===== src/hdl/ccp_pkg.sv =====
// Constants, field positions and types for the channel mode control block.
// Assumes a single 50 MHz system clock and a 32-bit AXI4-Lite register bus.
// Summary of operation
// - DS3/STS-1 PRBS generator runs 2^15-1 sequence.
// - E3 PRBS generator runs 2^23-1 sequence.
// - Enabled checker hunts sequence of current rate.
// - Bit 5 enables generator and checker together.
// - PRBS forces single-rail operation throughout test.
// - Negative/violation output flags every PRBS error once the checker is locked.
// - Each PRBS error after lock counts in 16-bit counter until it saturates.
// - PRBS replaces both system transmit data inputs.
// - Bits 3 and 4 select loop-back mode.
// - Bit 2 selects E3 or DS3/STS-1 family.
// - Bit 1 picks DS3/STS-1, ignored under E3.
// - Single rail: encoder on, positive rails only.
package ccp_pkg;
  localparam int ADDR_W = 8;
  // Printed offsets are register indices; byte address is four times the index.
  localparam logic [ADDR_W-1:0] CMC_IDX = 8'h06;
  localparam logic [ADDR_W-1:0] IRQ_STAT_IDX = 8'h07;
  localparam logic [ADDR_W-1:0] IRQ_MASK_IDX = 8'h08;
  localparam logic [ADDR_W-1:0] ERR_CNT_IDX = 8'h09;
  localparam logic [ADDR_W-1:0] LOCK_IDX = 8'h0A;
  localparam logic [ADDR_W-1:0] CMC_ADDR = ADDR_W'(CMC_IDX * 4);
  localparam logic [ADDR_W-1:0] IRQ_STAT_ADDR = ADDR_W'(IRQ_STAT_IDX * 4);
  localparam logic [ADDR_W-1:0] IRQ_MASK_ADDR = ADDR_W'(IRQ_MASK_IDX * 4);
  localparam logic [ADDR_W-1:0] ERR_CNT_ADDR = ADDR_W'(ERR_CNT_IDX * 4);
  localparam logic [ADDR_W-1:0] LOCK_ADDR = ADDR_W'(LOCK_IDX * 4);
  // Control register fields.
  localparam int CMC_W = 6;
  localparam logic [CMC_W-1:0] CMC_RESET = 6'h00;
  localparam int BIT_PRBS = 5;
  localparam int BIT_REMOTE = 4;
  localparam int BIT_LOCAL = 3;
  localparam int BIT_E3 = 2;
  localparam int BIT_NA_RATE = 1;
  localparam int BIT_RAIL = 0;
  // Interrupt status and mask fields.
  localparam int IRQ_W = 2;
  localparam int IRQ_ERR = 0;
  localparam int IRQ_LOCK = 1;
  localparam logic [IRQ_W-1:0] IRQ_RESET = 2'h0;
  localparam int ERR_W = 16;
  // PRBS lengths and feedback taps (bit 0 holds the newest bit).
  localparam int LFSR_W = 23;
  localparam int SHORT_LEN = 15;
  localparam int SHORT_TAP_A = 14;
  localparam int SHORT_TAP_B = 13;
  localparam int LONG_TAP_A = 22;
  localparam int LONG_TAP_B = 17;
  localparam logic [LFSR_W-1:0] LFSR_SEED = 23'h7FFFFF;
  localparam int SYNC_LEN = 32;
  localparam int SYNC_W = 6;
  localparam int SYNC_STAGES = 3;
  localparam logic [1:0] RESP_OKAY = 2'h0;
  localparam logic [1:0] RESP_SLVERR = 2'h2;
  typedef enum logic [1:0] {
    CCP_LOOP_NONE = 2'b00,
    CCP_LOOP_REMOTE = 2'b01,
    CCP_LOOP_ANALOG = 2'b10,
    CCP_LOOP_DIGITAL = 2'b11
  } ccp_loop_t;
  typedef enum logic {
    CCP_HUNT = 1'b0,
    CCP_LOCKED = 1'b1
  } ccp_chk_t;
endpackage : ccp_pkg


===== src/hdl/ccp_channel_ctrl.sv =====
// One line-interface channel: control register, loop-back, rate select and PRBS test.
// Line and system pins arrive asynchronously and are sampled on aclk; the bus is AXI4-Lite.
//
// Design decision made here: register access over AXI4-Lite.
`timescale 1ns/10ps
`default_nettype none
module ccp_channel_ctrl
  import ccp_pkg::*;
#(
  parameter int SYNC_MATCHES = ccp_pkg::SYNC_LEN
)(
  input wire logic aclk,
  input wire logic aresetn,
  input wire logic [ccp_pkg::ADDR_W-1:0] s_axi_awaddr,
  input wire logic s_axi_awvalid,
  output logic s_axi_awready,
  input wire logic [31:0] s_axi_wdata,
  input wire logic [3:0] s_axi_wstrb,
  input wire logic s_axi_wvalid,
  output logic s_axi_wready,
  output logic [1:0] s_axi_bresp,
  output logic s_axi_bvalid,
  input wire logic s_axi_bready,
  input wire logic [ccp_pkg::ADDR_W-1:0] s_axi_araddr,
  input wire logic s_axi_arvalid,
  output logic s_axi_arready,
  output logic [31:0] s_axi_rdata,
  output logic [1:0] s_axi_rresp,
  output logic s_axi_rvalid,
  input wire logic s_axi_rready,
  input wire logic tx_line_clock_in,
  input wire logic tx_positive_data_in,
  input wire logic tx_negative_data_in,
  input wire logic rx_line_clock_in,
  input wire logic rx_line_positive_in,
  input wire logic rx_line_negative_in,
  input wire logic rx_line_violation_in,
  output logic tx_line_positive_out,
  output logic tx_line_negative_out,
  output logic rx_positive_data_out,
  output logic rx_negative_or_violation_out,
  output logic line_codec_enable,
  output logic rate_e3,
  output logic rate_sts1,
  output ccp_pkg::ccp_loop_t loop_mode,
  output logic irq
);
  import ccp_pkg::*;

  typedef struct packed {
    logic [CMC_W-1:0] cmc;
    logic [IRQ_W-1:0] irq_stat;
    logic [IRQ_W-1:0] irq_mask;
    logic [ERR_W-1:0] err_cnt;
    logic aw_full;
    logic [ADDR_W-1:0] aw_addr;
    logic w_full;
    logic [31:0] w_data;
    logic w_lane0;
    logic bvalid;
    logic [1:0] bresp;
    logic rvalid;
    logic [31:0] rdata;
    logic [1:0] rresp;
    logic [SYNC_STAGES-1:0] txc_s;
    logic [SYNC_STAGES-1:0] txp_s;
    logic [SYNC_STAGES-1:0] txn_s;
    logic [SYNC_STAGES-1:0] rxc_s;
    logic [SYNC_STAGES-1:0] rxp_s;
    logic [SYNC_STAGES-1:0] rxn_s;
    logic [SYNC_STAGES-1:0] rxv_s;
    logic txc_lvl;
    logic rxc_lvl;
    logic [LFSR_W-1:0] gen;
    logic [LFSR_W-1:0] chk;
    ccp_chk_t chk_state;
    logic [SYNC_W-1:0] match_cnt;
    logic tx_pos;
    logic tx_neg;
    logic rx_pos;
    logic rx_neg;
  } ccp_state_t;

  ccp_state_t st;
  ccp_state_t next_st;

  // Next PRBS bit for the chosen length; an all-zero window is forced out of lock-up.
  function automatic logic prbs_next(input logic [LFSR_W-1:0] s, input logic long_seq);
    logic zero;
    zero = long_seq ? (s == '0) : (s[SHORT_LEN-1:0] == '0);
    if (long_seq)
      prbs_next = s[LONG_TAP_A] ^ s[LONG_TAP_B] ^ zero;
    else
      prbs_next = s[SHORT_TAP_A] ^ s[SHORT_TAP_B] ^ zero;
  endfunction : prbs_next

  // Shifts a pin into a three-stage synchroniser; stage 0 is read only by stage 1.
  function automatic logic [SYNC_STAGES-1:0] sync_in(input logic [SYNC_STAGES-1:0] s,
                                                     input logic pin);
    sync_in = {s[SYNC_STAGES-2:0], pin};
  endfunction : sync_in

  // A clock edge counts once stages two and three agree on a new high level.
  function automatic logic rise_seen(input logic [SYNC_STAGES-1:0] s, input logic lvl);
    rise_seen = (s[1] == s[2]) && s[2] && !lvl;
  endfunction : rise_seen

  function automatic logic settled(input logic [SYNC_STAGES-1:0] s, input logic lvl);
    settled = (s[1] == s[2]) ? s[2] : lvl;
  endfunction : settled

  logic prbs_on;
  logic e3_mode;
  logic single_rail;
  logic tx_edge;
  logic rx_edge;
  logic gen_bit;
  logic tx_pos_src;
  logic tx_neg_src;
  logic chk_in;
  logic chk_err;
  logic err_pulse;
  logic aw_take;
  logic w_take;
  logic ar_take;
  logic [31:0] read_word;
  logic [1:0] read_resp;

  // Mode decode from the control register.
  assign prbs_on = st.cmc[BIT_PRBS];
  assign e3_mode = st.cmc[BIT_E3];
  assign single_rail = st.cmc[BIT_RAIL] | prbs_on;
  assign tx_edge = rise_seen(st.txc_s, st.txc_lvl);
  assign rx_edge = rise_seen(st.rxc_s, st.rxc_lvl);
  assign gen_bit = prbs_next(st.gen, e3_mode);

  // Transmit source: the generator overrides both system inputs during a test.
  always_comb
  begin
    if (prbs_on)
    begin
      tx_pos_src = gen_bit;
      tx_neg_src = 1'b0;
    end
    else
    begin
      tx_pos_src = st.txp_s[2];
      tx_neg_src = single_rail ? 1'b0 : st.txn_s[2];
    end
  end

  // Local loop feeds the checker and positive receive output from the transmit path; the negative output only in dual rail.
  // Analog and digital local loops look alike here; the analog path is outside.
  assign chk_in = st.cmc[BIT_LOCAL] ? tx_pos_src : st.rxp_s[2];
  assign chk_err = (chk_in != prbs_next(st.chk, e3_mode));
  assign err_pulse = prbs_on && rx_edge && (st.chk_state == CCP_LOCKED) && chk_err;

  // Bus handshakes: one write and one read slot, each answered before the next is taken.
  assign s_axi_awready = !st.aw_full && !st.bvalid;
  assign s_axi_wready = !st.w_full && !st.bvalid;
  assign s_axi_arready = !st.rvalid;
  assign aw_take = s_axi_awvalid && s_axi_awready;
  assign w_take = s_axi_wvalid && s_axi_wready;
  assign ar_take = s_axi_arvalid && s_axi_arready;

  // Read decode; unmapped addresses answer with a slave error and zero data.
  always_comb
  begin
    read_word = 32'h0000_0000;
    read_resp = RESP_OKAY;
    unique case (s_axi_araddr)
      CMC_ADDR: read_word[CMC_W-1:0] = st.cmc;
      IRQ_STAT_ADDR: read_word[IRQ_W-1:0] = st.irq_stat;
      IRQ_MASK_ADDR: read_word[IRQ_W-1:0] = st.irq_mask;
      ERR_CNT_ADDR: read_word[ERR_W-1:0] = st.err_cnt;
      LOCK_ADDR: read_word[0] = (st.chk_state == CCP_LOCKED);
      default: read_resp = RESP_SLVERR;
    endcase
  end

  // Whole next state of the block.
  always_comb
  begin
    next_st = st;
    next_st.txc_s = sync_in(st.txc_s, tx_line_clock_in);
    next_st.txp_s = sync_in(st.txp_s, tx_positive_data_in);
    next_st.txn_s = sync_in(st.txn_s, tx_negative_data_in);
    next_st.rxc_s = sync_in(st.rxc_s, rx_line_clock_in);
    next_st.rxp_s = sync_in(st.rxp_s, rx_line_positive_in);
    next_st.rxn_s = sync_in(st.rxn_s, rx_line_negative_in);
    next_st.rxv_s = sync_in(st.rxv_s, rx_line_violation_in);
    next_st.txc_lvl = settled(st.txc_s, st.txc_lvl);
    next_st.rxc_lvl = settled(st.rxc_s, st.rxc_lvl);
    // Write channel: address and data may arrive in either order.
    if (aw_take)
    begin
      next_st.aw_full = 1'b1;
      next_st.aw_addr = s_axi_awaddr;
    end
    if (w_take)
    begin
      next_st.w_full = 1'b1;
      next_st.w_data = s_axi_wdata;
      next_st.w_lane0 = s_axi_wstrb[0];
    end
    if (st.aw_full && st.w_full)
    begin
      next_st.aw_full = 1'b0;
      next_st.w_full = 1'b0;
      next_st.bvalid = 1'b1;
      next_st.bresp = RESP_OKAY;
      unique case (st.aw_addr)
        CMC_ADDR:
        begin
          if (st.w_lane0)
            next_st.cmc = st.w_data[CMC_W-1:0];
        end
        IRQ_MASK_ADDR:
        begin
          if (st.w_lane0)
            next_st.irq_mask = st.w_data[IRQ_W-1:0];
        end
        IRQ_STAT_ADDR, ERR_CNT_ADDR, LOCK_ADDR: next_st.bresp = RESP_OKAY;
        default: next_st.bresp = RESP_SLVERR;
      endcase
    end
    if (st.bvalid && s_axi_bready)
      next_st.bvalid = 1'b0;
    // Read channel; reading status or counter clears it before new events land.
    if (st.rvalid && s_axi_rready)
      next_st.rvalid = 1'b0;
    if (ar_take)
    begin
      next_st.rvalid = 1'b1;
      next_st.rdata = read_word;
      next_st.rresp = read_resp;
      if (s_axi_araddr == IRQ_STAT_ADDR)
        next_st.irq_stat = IRQ_RESET;
      if (s_axi_araddr == ERR_CNT_ADDR)
        next_st.err_cnt = '0;
    end
    // Transmit side, advanced on each recovered edge of the transmit clock.
    if (tx_edge)
    begin
      if (prbs_on)
        next_st.gen = {st.gen[LFSR_W-2:0], gen_bit};
      if (st.cmc[BIT_REMOTE] && !st.cmc[BIT_LOCAL])
      begin
        next_st.tx_pos = st.rxp_s[2];
        next_st.tx_neg = single_rail ? 1'b0 : st.rxn_s[2];
      end
      else
      begin
        next_st.tx_pos = tx_pos_src;
        next_st.tx_neg = tx_neg_src;
      end
    end
    // Receive side and checker, advanced on each rising edge of the receive clock.
    if (rx_edge)
    begin
      next_st.rx_pos = chk_in;
      if (prbs_on)
        next_st.rx_neg = err_pulse;
      else if (single_rail)
        next_st.rx_neg = st.rxv_s[2];
      else
        next_st.rx_neg = st.cmc[BIT_LOCAL] ? tx_neg_src : st.rxn_s[2];
      if (prbs_on)
      begin
        next_st.chk = {st.chk[LFSR_W-2:0], chk_in};
        if (st.chk_state == CCP_HUNT)
        begin
          if (chk_err)
            next_st.match_cnt = '0;
          else if (st.match_cnt == SYNC_W'(SYNC_MATCHES - 1))
          begin
            next_st.chk_state = CCP_LOCKED;
            next_st.irq_stat[IRQ_LOCK] = 1'b1;
          end
          else
            next_st.match_cnt = st.match_cnt + 1'b1;
        end
      end
    end
    // Errors saturate the counter; a set beats a same-cycle read clear.
    if (err_pulse)
    begin
      next_st.irq_stat[IRQ_ERR] = 1'b1;
      if (st.err_cnt != '1)
        next_st.err_cnt = next_st.err_cnt + 1'b1;
    end
    // Disabling the test drops lock so the next run hunts afresh.
    if (!prbs_on)
    begin
      next_st.chk_state = CCP_HUNT;
      next_st.match_cnt = '0;
    end
  end

  // Single register stage for all state.
  always_ff @(posedge aclk)
  begin
    if (!aresetn)
    begin
      st <= '0;
      st.cmc <= CMC_RESET;
      st.gen <= LFSR_SEED;
      st.chk <= LFSR_SEED;
      st.chk_state <= CCP_HUNT;
    end
    else
      st <= next_st;
  end

  // Outputs straight from flip-flops, except the mode decodes and interrupt.
  assign s_axi_bvalid = st.bvalid;
  assign s_axi_bresp = st.bresp;
  assign s_axi_rvalid = st.rvalid;
  assign s_axi_rdata = st.rdata;
  assign s_axi_rresp = st.rresp;
  assign tx_line_positive_out = st.tx_pos;
  assign tx_line_negative_out = st.tx_neg;
  assign rx_positive_data_out = st.rx_pos;
  assign rx_negative_or_violation_out = st.rx_neg;
  assign line_codec_enable = single_rail;
  assign rate_e3 = e3_mode;
  assign rate_sts1 = !e3_mode && st.cmc[BIT_NA_RATE];
  assign loop_mode = ccp_loop_t'({st.cmc[BIT_LOCAL], st.cmc[BIT_REMOTE]});
  assign irq = |(st.irq_stat & st.irq_mask);
endmodule : ccp_channel_ctrl
`default_nettype wire


===== config.mk =====
export PLATFORM = sky130hd
export DESIGN_NAME = ccp_channel_ctrl
export DESIGN_NICKNAME = d
export VERILOG_FILES = /design/src/hdl/ccp_pkg.sv /design/src/hdl/ccp_channel_ctrl.sv
export SDC_FILE = /design/constraint.sdc
export NUM_CORES = 1
export LEC_CHECK = 0
export BUFFER_PORTS_ARGS = -buffer_cell sky130_fd_sc_hd__buf_2
export CELL_PAD_IN_SITES_DETAIL_PLACEMENT = 0
export CELL_PAD_IN_SITES_GLOBAL_PLACEMENT = 1
export CORE_UTILIZATION = 45
export CTS_BUF_LIST = sky130_fd_sc_hd__clkbuf_2
export CTS_CLUSTER_SIZE = 10
export DETAILED_ROUTE_END_ITERATION = 10
export GPL_TIMING_DRIVEN = 0
export PLACE_DENSITY_LB_ADDON = 0.3
export SLEW_MARGIN = 30
export SYNTH_ARGS = -nofsm -noshare
export SYNTH_HDL_FRONTEND = slang
export SYNTH_SLANG_ARGS = --single-unit

===== constraint.sdc =====
create_clock -name aclk -period 3.9 [get_ports aclk]
set_input_delay 0.585 -clock aclk [delete_from_list [all_inputs] [get_ports aclk]]
set_output_delay 0.585 -clock aclk [all_outputs]
set_load 0.01 [all_outputs]

==> impl_metrics.py <==
metrics = {
    "die": {
        "die_h_um": 117,
        "rows": 41,
        "core_mm2": 0.0128,
        "pin_count": 117,
        "die_x_um": 117,
        "start_util": 0.468,
        "fp.dieArea_mm2": 0.0137,
    },
    "timing": {
        "finalSetupTns_ps": 0,
        "tightestPinTransition_ps": 934,
        "fmax_mhz": 393,
        "rsz0062_at_grt": "no",
        "finalSetupViolations": 0,
        "hold_slack_ps": 84.3,
        "hold_viol_final": 0,
        "period_share": 0.652,
        "slew_headroom": 0.368,
        "slew_violations": 0,
        "finalClockSkew_ps": 30.1,
        "min_period_ps": 2540,
    },
    "global_route": {
        "antenna_found_initial": 0,
        "grt_pass1_vias": 4653,
        "grt_util_met2": 0.356,
        "grt_overflow_total": 0,
        "grt_pass1_wl_mm": 21.6,
        "grt_max_degree": 17,
        "grt_use_met1": 0.243,
        "track_usage": 0.205,
        "busiest_layer": "met2",
        "grtUsageMet3": 0.0474,
    },
    "layout": {
        "n_antenna_cell": 0,
        "mostFrequentLayoutCell": "dfxtp_1",
        "final_area_mm2": 0.00690,
        "nNetsFinal": 893,
        "syn_to_final_growth_pct": 15.4,
        "drive_above_1_share": 0.184,
        "final_cell_mix": "143 x dfxtp_1, 141 x nand2_1, 74 x buf_2",
        "nFillCells": 1228,
    },
    "drt": {
        "drt_first_pass_iters": 5,
        "wirelength_mm": 13.2,
        "drtIter0Drc": 324,
        "dr_total_vias": 5112,
        "post_drt_wl_per_cell_um": 13.0,
        "vias_per_cell": 5.07,
        "ant_nets": 0,
        "drc": 0,
    },
    "job": {
        "drv_cap": 0,
    },
    "pwr": {
        "p_leak_nw": 2.96,
        "irDropWorstVdd_mv": 0.183,
        "power_density_mw_per_mm2": 378,
    },
    "synthesis": {
        "yosys.area_share.simple": 0.283,
        "synth_area_mm2": 0.00597,
        "synth_edf_count": 0,
        "async_flop_share": 0,
        "postSynthAreaPerCell_um2": 8.36,
        "synth_ff_type": "dfxtp_1",
        "yosysWarningCount": 0,
        "yosysSeqAreaShare": 0.479,
        "synth-compound-area-share": 0.101,
        "ys_types": 51,
        "synth_xor_area_frac": 0.00880,
        "synthMuxAreaShare": 0.0442,
        "synth_top_family_by_area": "simple AND/OR/NAND/NOR gates",
        "synth_cells": 715,
        "ys_ff_latch": 143,
        "synth_adder_area_share": 0.00838,
    },
    "worst_hold_path": {
        "hold_start": "rx_line_clock_in",
        "hold_path_end": "next_st[69]$_SDFF_PN0_",
        "hold_class": "input pin to flop",
        "whs_path_depth": 2,
    },
    "critical_path": {
        "slowest_delay_ps": 410,
        "start_kind": "flop",
        "cp-end-kind": "flop",
        "rr_endpoint": "st[167]$_SDFF_PN0_",
        "worstPathCellList": "ha_1 -> nor2b_1 -> and2_1 -> clkbuf_1 -> nand3_1 -> or3_1 -> buf_2 -> o31ai_1 -> a21oi_1",
        "rr_worst_depth": 9,
        "reg2reg_slack_ps": 1360,
        "worst_path_dominant_cell_family": "simple AND/OR/NAND/NOR gates",
        "critPathArrivalTime_ps": 3120,
        "crit_type": "flop to flop",
        "rr_startpoint": "st[70]$_SDFF_PN0_",
        "path_max_fanout": 10,
        "required_ps": 4470,
        "cp_slowest_cell": "or3_1",
        "crit_buf_inv": 2,
    },
    "cts": {
        "cts.sinks": 143,
        "numCtsBuffers": 17,
        "htree_levels": 4,
        "cts_tree": "yes",
        "clockBufferDepth": 2,
        "post_cts_resize_count": 0,
        "worstSkewPairLatency_ps": 710,
        "clkTransAtPathRegs_ps": 210,
        "cts_root_buf": "clkbuf_2",
    },
    "outcome": {
        "status": "finished, final reports clean",
    },
    "placed_design": {
        "port_buffers": 69,
        "hpwl_mm": 9.63,
        "placed_cell_area_mm2": 0.00660,
        "finalWeightedCongestion": 0.829,
    },
}
[worst max-delay path by stage]
stage | cells past startpoint | end | from | slack [ps]
finish | 9 | st[167]$_SDFF_PN0_ | st[70]$_SDFF_PN0_ | 1360
global route | 9 | st[172]$_SDFF_PN0_ | st[70]$_SDFF_PN0_ | 1110
CTS | 9 | st[172]$_SDFF_PN0_ | st[70]$_SDFF_PN0_ | 1350
detailed placement | 12 | st[169]$_SDFF_PN0_ | s_axi_araddr[4] | 640
global placement | 12 | st[169]$_SDFF_PN0_ | s_axi_araddr[4] | 650
floorplan | 11 | st[169]$_SDFF_PN0_ | s_axi_araddr[4] | 1170
[area by class of cell]
class | count | area (um2) | area share
repair buffers | 72 | 375 | 0.0544
clock inverters | 12 | 168 | 0.0243
flip-flops and latches | 143 | 2860 | 0.415
plain buffers | 72 | 419 | 0.0608
multi-input cells | 510 | 2730 | 0.396
inverters | 7 | 26.3 | 0.00381
clock buffers | 20 | 100 | 0.0145
well taps | 172 | 215 | 0.0312
[report_power, final]
group	internal, mW	switching (mW)	total, mW
registers	1.49	0.0172	1.51
clock network	0.424	0.509	0.933
logic	0.0727	0.0933	0.166
[layer usage]
metal	wire length [um]	part of all wire
met5	0	0
met1	5970	0.45
met3	548	0.042
met4	187	0.014
met2	6440	0.49
[sequential cells by signal (all words and copies together) (netlist names)]
register and flops:
next_st 14, tx_line_negative_out 1, rx_negative_or_violation_out 1, tx_line_positive_out 1
s_axi_bresp 1, s_axi_rdata 16, s_axi_bvalid 1, rx_positive_data_out 1
prbs_on 1, st 101, rate_e3 1, s_axi_rvalid 1
s_axi_rresp 1, loop_mode 2
[stage by stage]
stage | instances | util | power (mW) | setup WS, ps
2_1_floorplan | 732 | - | 1.64 | 1170
3_3_place_gp | 973 | 0.517 | 1.70 | 651
3_5_place_dp | 973 | 0.517 | 1.70 | 642
4_1_cts | 1006 | 0.538 | 2.64 | 1350
5_1_grt | 1008 | 0.540 | 2.74 | 1110
6_report | 1008 | 0.540 | 2.61 | 1360
[cell usage after synthesis (4+ instances only)]
master | n | share of area
mux2i_1 | 23 | 0.039
or3_1 | 16 | 0.017
nand3_1 | 63 | 0.053
clkbuf_1 | 29 | 0.018
buf_2 | 5 | 0.0042
nand2_1 | 141 | 0.089
and2_1 | 26 | 0.027
a211oi_1 | 4 | 0.0050
a21oi_1 | 51 | 0.043
buf_4 | 38 | 0.048
a221oi_1 | 5 | 0.0073
nor2b_1 | 7 | 0.0073
ha_1 | 4 | 0.0084
nor2_1 | 47 | 0.030
dfxtp_1 | 143 | 0.48
nor4_1 | 9 | 0.0094
nand4_1 | 13 | 0.014
inv_1 | 6 | 0.0038
xor2_1 | 6 | 0.0088
o21ai_0 | 22 | 0.018
nor3_1 | 11 | 0.0092
[worst reg2reg max path: stages (launching register included)]
cell      delay (ps)
dfxtp_1          390
ha_1             140
nor2b_1          340
and2_1           190
clkbuf_1         270
nand3_1          120
or3_1            410
buf_2            220
o31ai_1          240
a21oi_1          100
[logic make-up (layout without fill, tap and decap cells)]
logic type | count (synthesis) | in the layout
fa+ha+maj | 4 | 4
compound gates | 103 | 103
buf+inv | 79 | 183
other cells | 1 | 18
xor+xnor | 6 | 6
flops | 143 | 143
simple gates | 353 | 353
mux | 26 | 26
[repair_timing]
item                                   in CTS  in global routing
endpoints found under the hold margin       1                  2
hold buffers                                1                  2
buffers inserted                            0                  0
(Power assumes the default switching activity.)
